### config.mk
export PLATFORM = sky130hd
export DESIGN_NAME = adcseq_top
export DESIGN_NICKNAME = d
export VERILOG_FILES = /design/src/adcseq_pkg.sv /design/src/adcseq_avg_if.sv /design/src/adcseq_avg.sv /design/src/adcseq_pacer.sv /design/src/adcseq_top.sv
export SDC_FILE = /design/constraint.sdc
export NUM_CORES = 1
export LEC_CHECK = 0
export BUFFER_PORTS_ARGS = -buffer_cell sky130_fd_sc_hd__buf_2
export CORE_MARGIN = 8
export CORE_UTILIZATION = 40
export DETAILED_ROUTE_END_ITERATION = 7
export HOLD_SLACK_MARGIN = 0.12
export PLACE_DENSITY = 0.55
export SYNTH_ARGS = -nofsm -noshare
export SYNTH_HDL_FRONTEND = slang
export SYNTH_SLANG_ARGS = --single-unit
### constraint.sdc
create_clock -name clk_i -period 7.3 [get_ports clk_i]
set_input_delay 0.73 -clock clk_i [delete_from_list [all_inputs] [get_ports clk_i]]
set_output_delay 0.73 -clock clk_i [all_outputs]
set_load 0.1 [all_outputs]
### src/adcseq_pkg.sv
// Purpose: constants and types of the converter measurement sequencer
// Assumes: one 40 MHz clock, register port as a plain write strobe plus address
// Notes: timing figures are kept in their own unit and turned into cycles here
package adcseq_pkg;
  // =========================================================
  // timing
  localparam int CLK_PERIOD_PS = 25000;
  localparam int CONV_TIME_US10 = 7;
  localparam int CONV_CYC = CONV_TIME_US10 * 100000000 / CLK_PERIOD_PS;
  localparam int AVG_COUNT = 16;
  localparam int AVG_SHIFT = 4;
  localparam logic [9:0] CODE_MAX = 10'h3ff;
  // =========================================================
  // register map
  localparam logic [7:0] ADDR_RDG_BASE = 8'h20;
  localparam logic [7:0] ADDR_RDG_LAST = 8'h27;
  localparam logic [7:0] ADDR_CFG1 = 8'h40;
  localparam logic [7:0] ADDR_SEL = 8'h55;
  localparam logic [7:0] ADDR_CFG2 = 8'h73;
  localparam logic [7:0] CFG1_RST = 8'h00;
  localparam logic [7:0] SEL_RST = 8'h00;
  localparam logic [7:0] CFG2_RST = 8'h00;
  localparam logic [7:0] RDG_RST = 8'h00;
  localparam int CFG1_SUPPLY5V_BIT = 7;
  localparam int CFG2_AVGOFF_BIT = 4;
  localparam int CFG2_BYPASS_BIT = 5;
  localparam int CFG2_SINGLE_BIT = 6;
  localparam int SEL_LSB = 5;
  // =========================================================
  // channel codes
  typedef enum logic [2:0] {
    ADCSEQ_CH_2V5,
    ADCSEQ_CH_CORE,
    ADCSEQ_CH_SUPPLY,
    ADCSEQ_CH_5V,
    ADCSEQ_CH_12V,
    ADCSEQ_CH_REMOTE1,
    ADCSEQ_CH_LOCAL,
    ADCSEQ_CH_REMOTE2
  } adcseq_chan_t;
  typedef enum logic [1:0] {
    ADCSEQ_EXC_BASE,
    ADCSEQ_EXC_N1,
    ADCSEQ_EXC_N2
  } adcseq_exc_t;
endpackage : adcseq_pkg

### src/adcseq_avg_if.sv
// Purpose: sample and result path between sequencer and averager
// Assumes: one clock domain
// Notes: none
`timescale 1ns/1ps
interface adcseq_avg_if;
  logic smp_valid;
  logic [9:0] smp_data;
  logic avg_off;
  logic res_valid;
  logic [9:0] res_data;
  modport seq (output smp_valid, output smp_data, output avg_off,
    input res_valid, input res_data);
  modport avg (input smp_valid, input smp_data, input avg_off,
    output res_valid, output res_data);
endinterface : adcseq_avg_if

### src/adcseq_avg.sv
// Purpose: sixteen-sample averager with bypass
// Assumes: samples of one channel arrive until a result leaves
// Notes: result one cycle after the last sample
`timescale 1ns/1ps
module adcseq_avg
(
  // clock and reset
  input wire logic clk_i,
  input wire logic rst_n_i,
  // samples in, results out
  adcseq_avg_if.avg aif
);
  import adcseq_pkg::*;
  typedef struct packed {
    logic [13:0] sum;
    logic [3:0] cnt;
    logic res_valid;
    logic [9:0] res_data;
  } adcseq_avg_t;
  adcseq_avg_t r;
  adcseq_avg_t n;
  logic [13:0] total;
  always_comb
  begin
    n = r;
    n.res_valid = 1'b0;
    total = 14'(r.sum + {4'h0, aif.smp_data});
    if (aif.smp_valid)
    begin
      if (aif.avg_off)
      begin
        n.res_valid = 1'b1;
        n.res_data = aif.smp_data;
        n.sum = '0;
        n.cnt = '0;
      end
      else if (r.cnt == 4'(AVG_COUNT - 1))
      begin
        n.res_valid = 1'b1;
        n.res_data = total[AVG_SHIFT +: 10];
        n.sum = '0;
        n.cnt = '0;
      end
      else
      begin
        n.sum = total;
        n.cnt = 4'(r.cnt + 1'b1);
      end
    end
  end
  always_ff @(posedge clk_i or negedge rst_n_i)
  begin
    if (!rst_n_i)
      r <= '0;
    else
      r <= n;
  end
  assign aif.res_valid = r.res_valid;
  assign aif.res_data = r.res_data;
endmodule : adcseq_avg

### src/adcseq_pacer.sv
// Purpose: conversion slot timer and excitation phase
// Assumes: slot length of at least three cycles
// Notes: tick marks the start of each slot
`timescale 1ns/1ps
module adcseq_pacer
#(
  parameter int SLOT_CYC = adcseq_pkg::CONV_CYC
)
(
  // clock and reset
  input wire logic clk_i,
  input wire logic rst_n_i,
  // timing
  output logic tick_o,
  output logic [1:0] phase_o
);
  import adcseq_pkg::*;
  localparam int CW = $clog2(SLOT_CYC + 1);
  localparam logic [CW-1:0] LAST = CW'(SLOT_CYC - 1);
  localparam logic [CW-1:0] THIRD = CW'(SLOT_CYC / 3);
  localparam logic [CW-1:0] TWO_THIRD = CW'(2 * (SLOT_CYC / 3));
  typedef struct packed {
    logic [CW-1:0] cnt;
    logic tick;
    logic [1:0] phase;
  } adcseq_pacer_t;
  adcseq_pacer_t r;
  adcseq_pacer_t n;
  always_comb
  begin
    n = r;
    n.tick = (r.cnt == LAST);
    n.cnt = n.tick ? '0 : CW'(r.cnt + 1'b1);
    // three excitation phases per slot, equal except that the last one takes any remainder
    if (n.cnt < THIRD)
      n.phase = ADCSEQ_EXC_BASE;
    else if (n.cnt < TWO_THIRD)
      n.phase = ADCSEQ_EXC_N1;
    else
      n.phase = ADCSEQ_EXC_N2;
  end
  always_ff @(posedge clk_i or negedge rst_n_i)
  begin
    if (!rst_n_i)
      r <= '0;
    else
      r <= n;
  end
  assign tick_o = r.tick;
  assign phase_o = r.phase;
endmodule : adcseq_pacer

### src/adcseq_top.sv
// Purpose: measurement sequencer around the multiplexed 10-bit converter
// Assumes: converter answers each start with one done before the next slot
// Notes: register reads answer one cycle after the address
`timescale 1ns/1ps
module adcseq_top
#(
  parameter int CONV_CYCLES = adcseq_pkg::CONV_CYC
)
(
  // clock and reset
  input wire logic clk_i,
  input wire logic rst_n_i,
  // register port
  input wire logic reg_wr_i,
  input wire logic [7:0] reg_addr_i,
  input wire logic [7:0] reg_wdata_i,
  output logic [7:0] reg_rdata_o,
  // converter
  output logic conv_start_o,
  output logic [2:0] conv_chan_o,
  input wire logic conv_done_i,
  input wire logic [9:0] conv_data_i,
  input wire logic conv_ovr_i,
  // analog front end
  output logic bypass_o,
  output logic supply_5v_o,
  output logic [1:0] exc_level_o,
  // results
  output logic res_valid_o,
  output logic [2:0] res_chan_o,
  output logic [9:0] res_code_o
);
  import adcseq_pkg::*;
  // =========================================================
  // reset release
  logic rst_s1_r;
  logic rst_s2_r;
  logic rst_n;
  always_ff @(posedge clk_i or negedge rst_n_i)
  begin
    if (!rst_n_i)
    begin
      rst_s1_r <= 1'b0;
      rst_s2_r <= 1'b0;
    end
    else
    begin
      rst_s1_r <= 1'b1;
      rst_s2_r <= rst_s1_r;
    end
  end
  assign rst_n = rst_s2_r;
  // =========================================================
  // submodules
  logic tick;
  logic [1:0] phase;
  adcseq_avg_if aif ();
  adcseq_pacer #(.SLOT_CYC(CONV_CYCLES)) u_pacer (
    .clk_i(clk_i),
    .rst_n_i(rst_n),
    .tick_o(tick),
    .phase_o(phase)
  );
  adcseq_avg u_avg (
    .clk_i(clk_i),
    .rst_n_i(rst_n),
    .aif(aif)
  );
  // =========================================================
  // state
  typedef enum logic {ST_IDLE, ST_CONV} adcseq_state_t;
  typedef struct packed {
    adcseq_state_t state;
    logic [7:0] cfg1;
    logic [7:0] sel;
    logic [7:0] cfg2;
    logic [7:0][7:0] rdg;
    logic meas;
    logic lat_avg_off;
    logic lat_single;
    logic [2:0] scan;
    logic [2:0] chan;
    logic smp_valid;
    logic [9:0] smp_data;
    logic [7:0] rdata;
    logic conv_start;
    logic bypass;
    logic supply_5v;
    logic [1:0] exc;
    logic res_valid;
    logic [2:0] res_chan;
    logic [9:0] res_code;
  } adcseq_top_t;
  adcseq_top_t r;
  adcseq_top_t n;
  localparam adcseq_top_t TOP_RST = '{
    state: ST_IDLE, cfg1: CFG1_RST, sel: SEL_RST, cfg2: CFG2_RST,
    rdg: {8{RDG_RST}}, default: '0};
  function automatic logic is_remote(input logic [2:0] ch);
    is_remote = (ch == ADCSEQ_CH_REMOTE1) || (ch == ADCSEQ_CH_REMOTE2);
  endfunction : is_remote
  // =========================================================
  // next state
  always_comb
  begin
    n = r;
    n.conv_start = 1'b0;
    n.smp_valid = 1'b0;
    n.res_valid = 1'b0;
    if (reg_wr_i)
    begin
      if (reg_addr_i == ADDR_CFG1)
        n.cfg1 = reg_wdata_i;
      else if (reg_addr_i == ADDR_SEL)
        n.sel = reg_wdata_i;
      else if (reg_addr_i == ADDR_CFG2)
        n.cfg2 = reg_wdata_i;
    end
    if (reg_addr_i >= ADDR_RDG_BASE && reg_addr_i <= ADDR_RDG_LAST)
      n.rdata = r.rdg[reg_addr_i[2:0]];
    else if (reg_addr_i == ADDR_CFG1)
      n.rdata = r.cfg1;
    else if (reg_addr_i == ADDR_SEL)
      n.rdata = r.sel;
    else if (reg_addr_i == ADDR_CFG2)
      n.rdata = r.cfg2;
    else
      n.rdata = 8'h00;
    unique case (r.state)
      ST_IDLE:
        if (tick)
        begin
          // averaging-off, single and bypass modes and channel are taken only at a measurement start
          if (!r.meas)
          begin
            n.meas = 1'b1;
            n.lat_avg_off = r.cfg2[CFG2_AVGOFF_BIT];
            n.lat_single = r.cfg2[CFG2_SINGLE_BIT];
            n.bypass = r.cfg2[CFG2_BYPASS_BIT];
            n.chan = r.cfg2[CFG2_SINGLE_BIT] ? r.sel[SEL_LSB +: 3] : r.scan;
          end
          n.conv_start = 1'b1;
          n.state = ST_CONV;
        end
      ST_CONV:
        if (conv_done_i)
        begin
          n.smp_valid = 1'b1;
          n.smp_data = conv_ovr_i ? CODE_MAX : conv_data_i;
          n.state = ST_IDLE;
        end
    endcase
    if (aif.res_valid)
    begin
      n.res_valid = 1'b1;
      n.res_code = aif.res_data;
      n.res_chan = r.chan;
      n.rdg[r.chan] = aif.res_data[9:2];
      n.meas = 1'b0;
      n.scan = 3'(r.chan + 3'h1);
    end
    n.supply_5v = r.cfg1[CFG1_SUPPLY5V_BIT] && (n.chan == ADCSEQ_CH_SUPPLY);
    n.exc = is_remote(n.chan) ? phase : 2'(ADCSEQ_EXC_BASE);
  end
  always_ff @(posedge clk_i or negedge rst_n)
  begin
    if (!rst_n)
      r <= TOP_RST;
    else
      r <= n;
  end
  // =========================================================
  // outputs
  assign aif.smp_valid = r.smp_valid;
  assign aif.smp_data = r.smp_data;
  assign aif.avg_off = r.lat_avg_off;
  assign reg_rdata_o = r.rdata;
  assign conv_start_o = r.conv_start;
  assign conv_chan_o = r.chan;
  assign bypass_o = r.bypass;
  assign supply_5v_o = r.supply_5v;
  assign exc_level_o = r.exc;
  assign res_valid_o = r.res_valid;
  assign res_chan_o = r.res_chan;
  assign res_code_o = r.res_code;
  // =========================================================
  // checks
  logic [4:0] smp_cnt_r;
  logic [31:0] gap_r;
  always_ff @(posedge clk_i or negedge rst_n)
  begin
    if (!rst_n)
    begin
      smp_cnt_r <= '0;
      gap_r <= '0;
    end
    else
    begin
      if (res_valid_o)
        smp_cnt_r <= '0;
      else if (aif.smp_valid)
        smp_cnt_r <= 5'(smp_cnt_r + 1'b1);
      gap_r <= conv_start_o ? 32'h0 : gap_r + 32'h1;
    end
  end
  AST_AVG16: assert property (@(posedge clk_i) disable iff (!rst_n)
    res_valid_o && !r.lat_avg_off |-> smp_cnt_r == 5'(AVG_COUNT))
    else $error("averaged result not built from sixteen samples");
  AST_AVGOFF: assert property (@(posedge clk_i) disable iff (!rst_n)
    conv_done_i && r.state == ST_CONV && r.lat_avg_off |-> ##3 res_valid_o)
    else $error("averaging off did not store the single conversion");
  AST_BYPASS: assert property (@(posedge clk_i) disable iff (!rst_n)
    conv_start_o && $rose(r.meas) |-> bypass_o == $past(r.cfg2[CFG2_BYPASS_BIT]))
    else $error("bypass does not follow its configuration bit");
  AST_SINGLE: assert property (@(posedge clk_i) disable iff (!rst_n)
    conv_start_o && $rose(r.meas) && r.lat_single
      |-> conv_chan_o == $past(r.sel[SEL_LSB +: 3]))
    else $error("single channel mode converts the wrong channel");
  AST_PACE: assert property (@(posedge clk_i) disable iff (!rst_n)
    $rose(conv_start_o) && gap_r != 32'h0 |-> gap_r >= 32'(CONV_CYCLES - 1))
    else $error("conversions started faster than one per slot");
  AST_SAT: assert property (@(posedge clk_i) disable iff (!rst_n)
    conv_done_i && conv_ovr_i && r.state == ST_CONV && r.lat_avg_off
      |-> ##3 res_valid_o && res_code_o == CODE_MAX)
    else $error("over-range conversion did not saturate");
  AST_SCALE5: assert property (@(posedge clk_i) disable iff (!rst_n)
    conv_start_o && conv_chan_o == ADCSEQ_CH_SUPPLY && $past(r.cfg1[CFG1_SUPPLY5V_BIT])
      |-> supply_5v_o)
    else $error("supply channel lost its 5 V scaling");
  AST_EXC: assert property (@(posedge clk_i) disable iff (!rst_n)
    exc_level_o != 2'h3 && (is_remote(conv_chan_o) || exc_level_o == 2'h0))
    else $error("bad excitation level");
  AST_RDG: assert property (@(posedge clk_i) disable iff (!rst_n)
    res_valid_o |=> r.rdg[$past(res_chan_o)] == $past(res_code_o[9:2]))
    else $error("reading register not updated with result");
  AST_HOLD: assert property (@(posedge clk_i) disable iff (!rst_n)
    r.meas && !$rose(r.meas) |-> $stable(conv_chan_o) && $stable(bypass_o))
    else $error("channel or bypass changed inside a measurement");
  COV_SINGLE: cover property (@(posedge clk_i) disable iff (!rst_n)
    res_valid_o && r.lat_single);
  COV_AVGOFF: cover property (@(posedge clk_i) disable iff (!rst_n)
    res_valid_o && r.lat_avg_off);
  COV_REMOTE: cover property (@(posedge clk_i) disable iff (!rst_n)
    res_valid_o && res_chan_o == ADCSEQ_CH_REMOTE2);
  COV_SAT: cover property (@(posedge clk_i) disable iff (!rst_n)
    res_valid_o && res_code_o == CODE_MAX);
endmodule : adcseq_top
## Word-level counts from Yosys, hierarchy flattened

Index checks and enable logic that the tools add are counted.

- Flip-flop bits (word level): 185
- Bits in latches: 0
- Bits in writable memories: 0
- ROM bits: 0
- Output and inout bits: 30
- Logic and storage cells: 108
- Memories: 0

- $add $sub $neg: 4
- Multiply operators: 0
- Divide/modulo/power cells: 0
- $lt $le $gt $ge: 7
- Equality and inequality tests: 9
- Shift-type cells: 0
- Mux-type cells: 35
- Bitwise operators: 4
- Reductions and logical operators: 13

Operators by type and width:

| cell | count |
|---|---|
| $bwmux W64 | 1 |
| $mux W8 | 6 |
| $mux W11 | 4 |
| $mux W29 | 1 |
| $bmux W8 S3 | 1 |
| $demux W8 S3 | 1 |
| $eq A8 B7 Y1 const B | 3 |
| $mux W18 | 1 |
| $mux W3 | 6 |
| $add A15 B1 Y15 const B | 1 |
| $eq A15 B15 Y1 const B | 1 |
| $lt A15 B14 Y1 const B | 1 |
| $lt A15 B15 Y1 const B | 1 |
| $mux W15 | 1 |
| $add A14 B10 Y14 | 1 |
| $mux W14 | 1 |
| $mux W2 | 6 |
| $mux W10 | 1 |
| $ge A8 B6 Y1 const B | 1 |
| $le A8 B6 Y1 const B | 1 |
| $lt A3 B4 Y1 const B | 2 |
| $reduce_and A2 Y1 | 4 |
| $eq A3 B3 Y1 const B | 2 |
| $reduce_and A3 Y1 | 2 |
| 13 further kinds | 22 |

## Longest topological paths before layout

- Word-level depth: 7
- Gate-level depth with buffers: 10
- Mapped depth without buffers: 10

## Hierarchy

Synthesis repeated with hierarchy kept, for this count alone.

- Cell total of the unflattened synthesis: 770
- Area, all modules: 9,003.6 µm²

By module, submodules not included:

| module | instances | cells each | area each (µm²) |
|---|---|---|---|
| adcseq_top | 1 | 472 | 6,145.9 |
| adcseq_avg | 1 | 189 | 1,786.7 |
| adcseq_pacer | 1 | 109 | 1,071.0 |

## Worst setup path before layout

No wires, ideal clock.

- Kind: input to register
- Start point: input reg_addr_i[1]
- End point: register r[119] in the netlist's numbering
- Library setup time: 0.125 ns
- Data arrival time: 2.301 ns
- Required time: 7.175 ns
- Path slack: 4.874 ns
- Stages: 6
- Cells stage by stage: clkbuf_1 > nor4_1 > and3_1 > clkbuf_1 > nand3b_1 > mux2_2

- Longest elaborated chain between the ends: 3
- Elaborated cells between the ends (all ways): 4

Ends and longest elaborated chain:

| item | RTL line | RTL |
|---|---|---|
| start, declared | adcseq_top.sv:15 | `input wire logic [7:0] reg_addr_i,` |
| $eq A8 B7 Y1 | adcseq_top.sv:112 | `if (reg_addr_i == ADDR_CFG1)` |
| $not A1 Y1 (no source line) | n/a |  |
| $reduce_and A3 Y1 (no source line) (*) | n/a |  |
| end signal, assigned | adcseq_top.sv:170 | `r <= n;` |
| end, declared | adcseq_top.sv:94 | `adcseq_top_t r;` |

Every way passes the cells marked *; elsewhere a longest branch is shown, timed or not.
A chain may end at the register's enable or synchronous reset.

==> metrics.md <==
| Metric | Value |
|---|---|
| Util after Layout | `45.0%` |
| Largest family of logic cells by synthesized area | `multiplexers` |
| Num CTS Buffers | `17` |
| Minimum clock period | `2.82 ns` |
| Initial core utilization | `40.8%` |
| Xor-xnor portion of the synthesized cell area | `2.25%` |
| FF+latch area | `4610 um^2` |
| PortBufs | `60` |
| # resized after CTS | `0` |
| RR Endpoint | `u_pacer.phase_o[0]` |
| Synthesis warning total | `0` |
| Worst-path maximum fanout | `9` |
| R2r setup slk | `4.48 ns` |
| Clock Sinks | `184` |
| Worst min-delay path class | `register to register` |
| Placed cells | `1018` |
| Area of the multi-input gates | `3810 um^2` |
| P&R area growth vs syn | `10.3%` |
| Count of unique library cells instantiated by Yosys | `70` |
| Layout cells sized above 1 | `30.4%` |
| CP Capture Type | `register` |
| Root Buffer | `clkbuf_16` |
| Final Hold Fails | `0` |
| Mapped Area | `8900 um^2` |
| Fin crit share | `38.6%` |
| Clk_skew | `0.0128 ns` |
| Compound-Gate Fraction of Synth Area | `9.12%` |
| Worst r2r path cells | `8` |
| Synth Area in Adders | `2.05%` |
| Total track usage | `15.2%` |
| IO Count | `61` |
| DRC viols | `0` |
| Syn nets | `785` |
| Unrepaired setup endpoints after global routing | `no` |
| Htree depth | `4` |
| VDD IR max | `0.152 mV` |
| Initial antenna violation count | `0` |
| Synth Area in Simple Gates | `11.5%` |
| Slew @ Worst Pin | `0.922 ns` |
| Pin count of the biggest net entering global routing | `74` |
| Synth area leaders | `dfrtp_1, mux2_2, mux4_2, buf_4, nor2_1` |
| CTS tree | `yes` |
| Final Setup Violations | `0` |
| Non-filler cells, final | `1051` |
| Site Rows | `54` |
| WL final | `19800 um` |
| Power, Total | `2.74 mW` |
| DPL Wire Length | `13800 um` |
| Syn avg cell area | `12.0 um^2` |
| Async SR Flop Fraction | `100%` |
| Grt ovf | `0` |
| P_leak | `4.63 nW` |
| Fraction of synthesized area in multiplexers | `17.9%` |
| CTS max path bufs | `2` |
| Max Fclk | `0.355 GHz` |
| Diode count | `0` |
| Yosys top cell area share | `51.7%` |
| RR Startpoint | `u_pacer.r[3]` |
| Status | `complete, no violations` |
| FF+latch count, synth | `184` |
| EDFF count, synth | `0` |
| Setup TNS | `0 ns` |
| Post-synth top flop | `dfrtp_1` |
| Pre-antenna DRT Iters | `5` |
| Worst Path Required | `7.66 ns` |
| Mapped Cells | `740` |
| Post-route ant nets | `0` |
| First-pass GRT wire length | `32200 um` |
| Vias | `5744` |
| Worst EP arrival | `3.18 ns` |
| Starting DRT DRC Count | `274` |
| Die Y | `165 um` |
| CP startpoint kind | `register` |
| Clk slew on worst S/H paths | `0.07 ns` |
| Worst-Skew Late Latency | `0.43 ns` |
| Core box area | `21800 um^2` |
| Post-layout nets | `803` |
| Die width | `165 um` |
| Drt wl/cell | `18.9 um` |
| Post-synthesis sequential area ratio | `51.7%` |
| DR vias/cell | `5.47` |
| Max-cap violation count | `0` |
| CP Launch Point | `u_pacer.r[3]` |
| Worst rel slew slack | `38.5%` |
| Crit Path Category | `register to register` |
| Synth area leader | `dfrtp_1` |
| Die Area | `27300 um^2` |
| Fill cells | `2022` |
| Slew Limit Fails | `0` |
| Worst Setup EP | `u_pacer.phase_o[0]` |
| PD cells | `279 nW/um^2` |
| GPL Wtd Cong | `0.853` |
| Vias in the first global route | `5954` |
| WHS | `0.352 ns` |
[flip-flops by register name (all words and copies together) (netlist names), 2 cells and up]
| register | count |
|---|---|
| res_chan_o | 3 |
| r | 93 |
| u_pacer.phase_o | 2 |
| conv_chan_o | 3 |
| aif.smp_data | 10 |
| u_avg.r | 18 |
| u_pacer.r | 15 |
| res_code_o | 10 |
| reg_rdata_o | 8 |
| u_avg.aif.res_data | 10 |
| exc_level_o | 2 |
[area by class of cell]
cell class / instances / share of cell area (%)
Inverter: 25 / 0.956
Multi-Input combinational cell: 464 / 38.8
Tap cell: 280 / 3.57
Sequential cell: 184 / 46.9
Clock buffer: 23 / 4.77
Clock inverter: 9 / 1.41
Timing Repair Buffer: 66 / 3.54
[logic make-up after synthesis]
logic type	after synthesis
other	1
AND/OR/NAND/NOR	178
adder cells (fa/ha/maj)	14
flip-flops	184
buffers and inverters	92
multiplexers	126
XOR/XNOR	22
AO/OA/AOI/OAI	123
[cells in the final DEF, fill, tap and decap left out, types with 5 or more instances in the layout]
cell       instances
nor2b_1           16
a22oi_1            5
nor2_1            48
clkbuf_16         17
mux2_2           103
o21ai_0           22
nand3b_1           5
mux4_2            16
or3_1              5
buf_2             60
a21oi_1           31
nand3_1           13
a21o_1             5
xor2_1             7
xnor2_1           14
dfrtp_1          183
ha_1              13
nor3_1            10
a31oi_1            7
a211oi_1          12
inv_1             25
nand4_1            7
o22ai_1            9
buf_4              5
and3_1            12
mux2i_1            7
nand2_1           26
[cell usage after synthesis, drive strengths merged (8+ instances only)]
cell type and instances:
a211oi 13, a21oi 31, and3 12, buf 43, clkbuf 24, dfrtp 184
ha 13, inv 25, mux2 103, mux4 16, nand2 27, nand3 14
nand4 8, nor2 49, nor2b 16, nor3 13, o21ai 24, o22ai 9
xnor2 14, xor2 8
[metrics by stage]
step	setup slack (ns)	instance area (um^2)
final	4.48	9820
after global routing	4.23	9820
after CTS	4.49	9820
after detailed placement	4.19	9200
after global placement	4.32	9200
after floorplan	1.79	8900
[report_power, final]
group | internal (mW) | switching, mW | total, mW
clock | 0.562 | 0.395 | 0.957
combinational | 0.167 | 0.369 | 0.535
sequential | 1.12 | 0.129 | 1.25
total | 1.85 | 0.893 | 2.74
[worst min path at each step]
stage / startpoint / end / slack (ns) / cells past startpoint
floorplan: rst_s1_r / rst_n / 0.33 / 0
global placement: rst_s1_r / rst_n / 0.34 / 0
detailed placement: rst_s1_r / rst_n / 0.34 / 0
CTS: rst_s1_r / rst_n / 0.35 / 0
global route: rst_s1_r / rst_n / 0.37 / 0
finish: rst_s1_r / rst_n / 0.35 / 0
[worst max-delay path, stage by stage, from the launching register on]
cell and delay, ns:
dfrtp_1 0.49, ha_1 0.36, nand4_1 0.30, nor3_1 0.46, xor2_1 0.17, and2b_1 0.20, a2111o_1 0.36, a211oi_2 0.27
a32o_2 0.15
[per-layer routing]
layer	wire, um	GRT usage, %	vias up
li1	-	-	2685
met1	9080	19.5	2932
met3	752	3.42	20
met4	277	4.95	0
met2	9710	24.9	107
met5	0	0	-
[what timing repair did]
action	4_1_cts	5_1_grt
setup buffers	0	0
hold buffers	1	0
endpoints found under the hold margin	2	0
No activity file was read; power rests on OpenSTA's default activity.
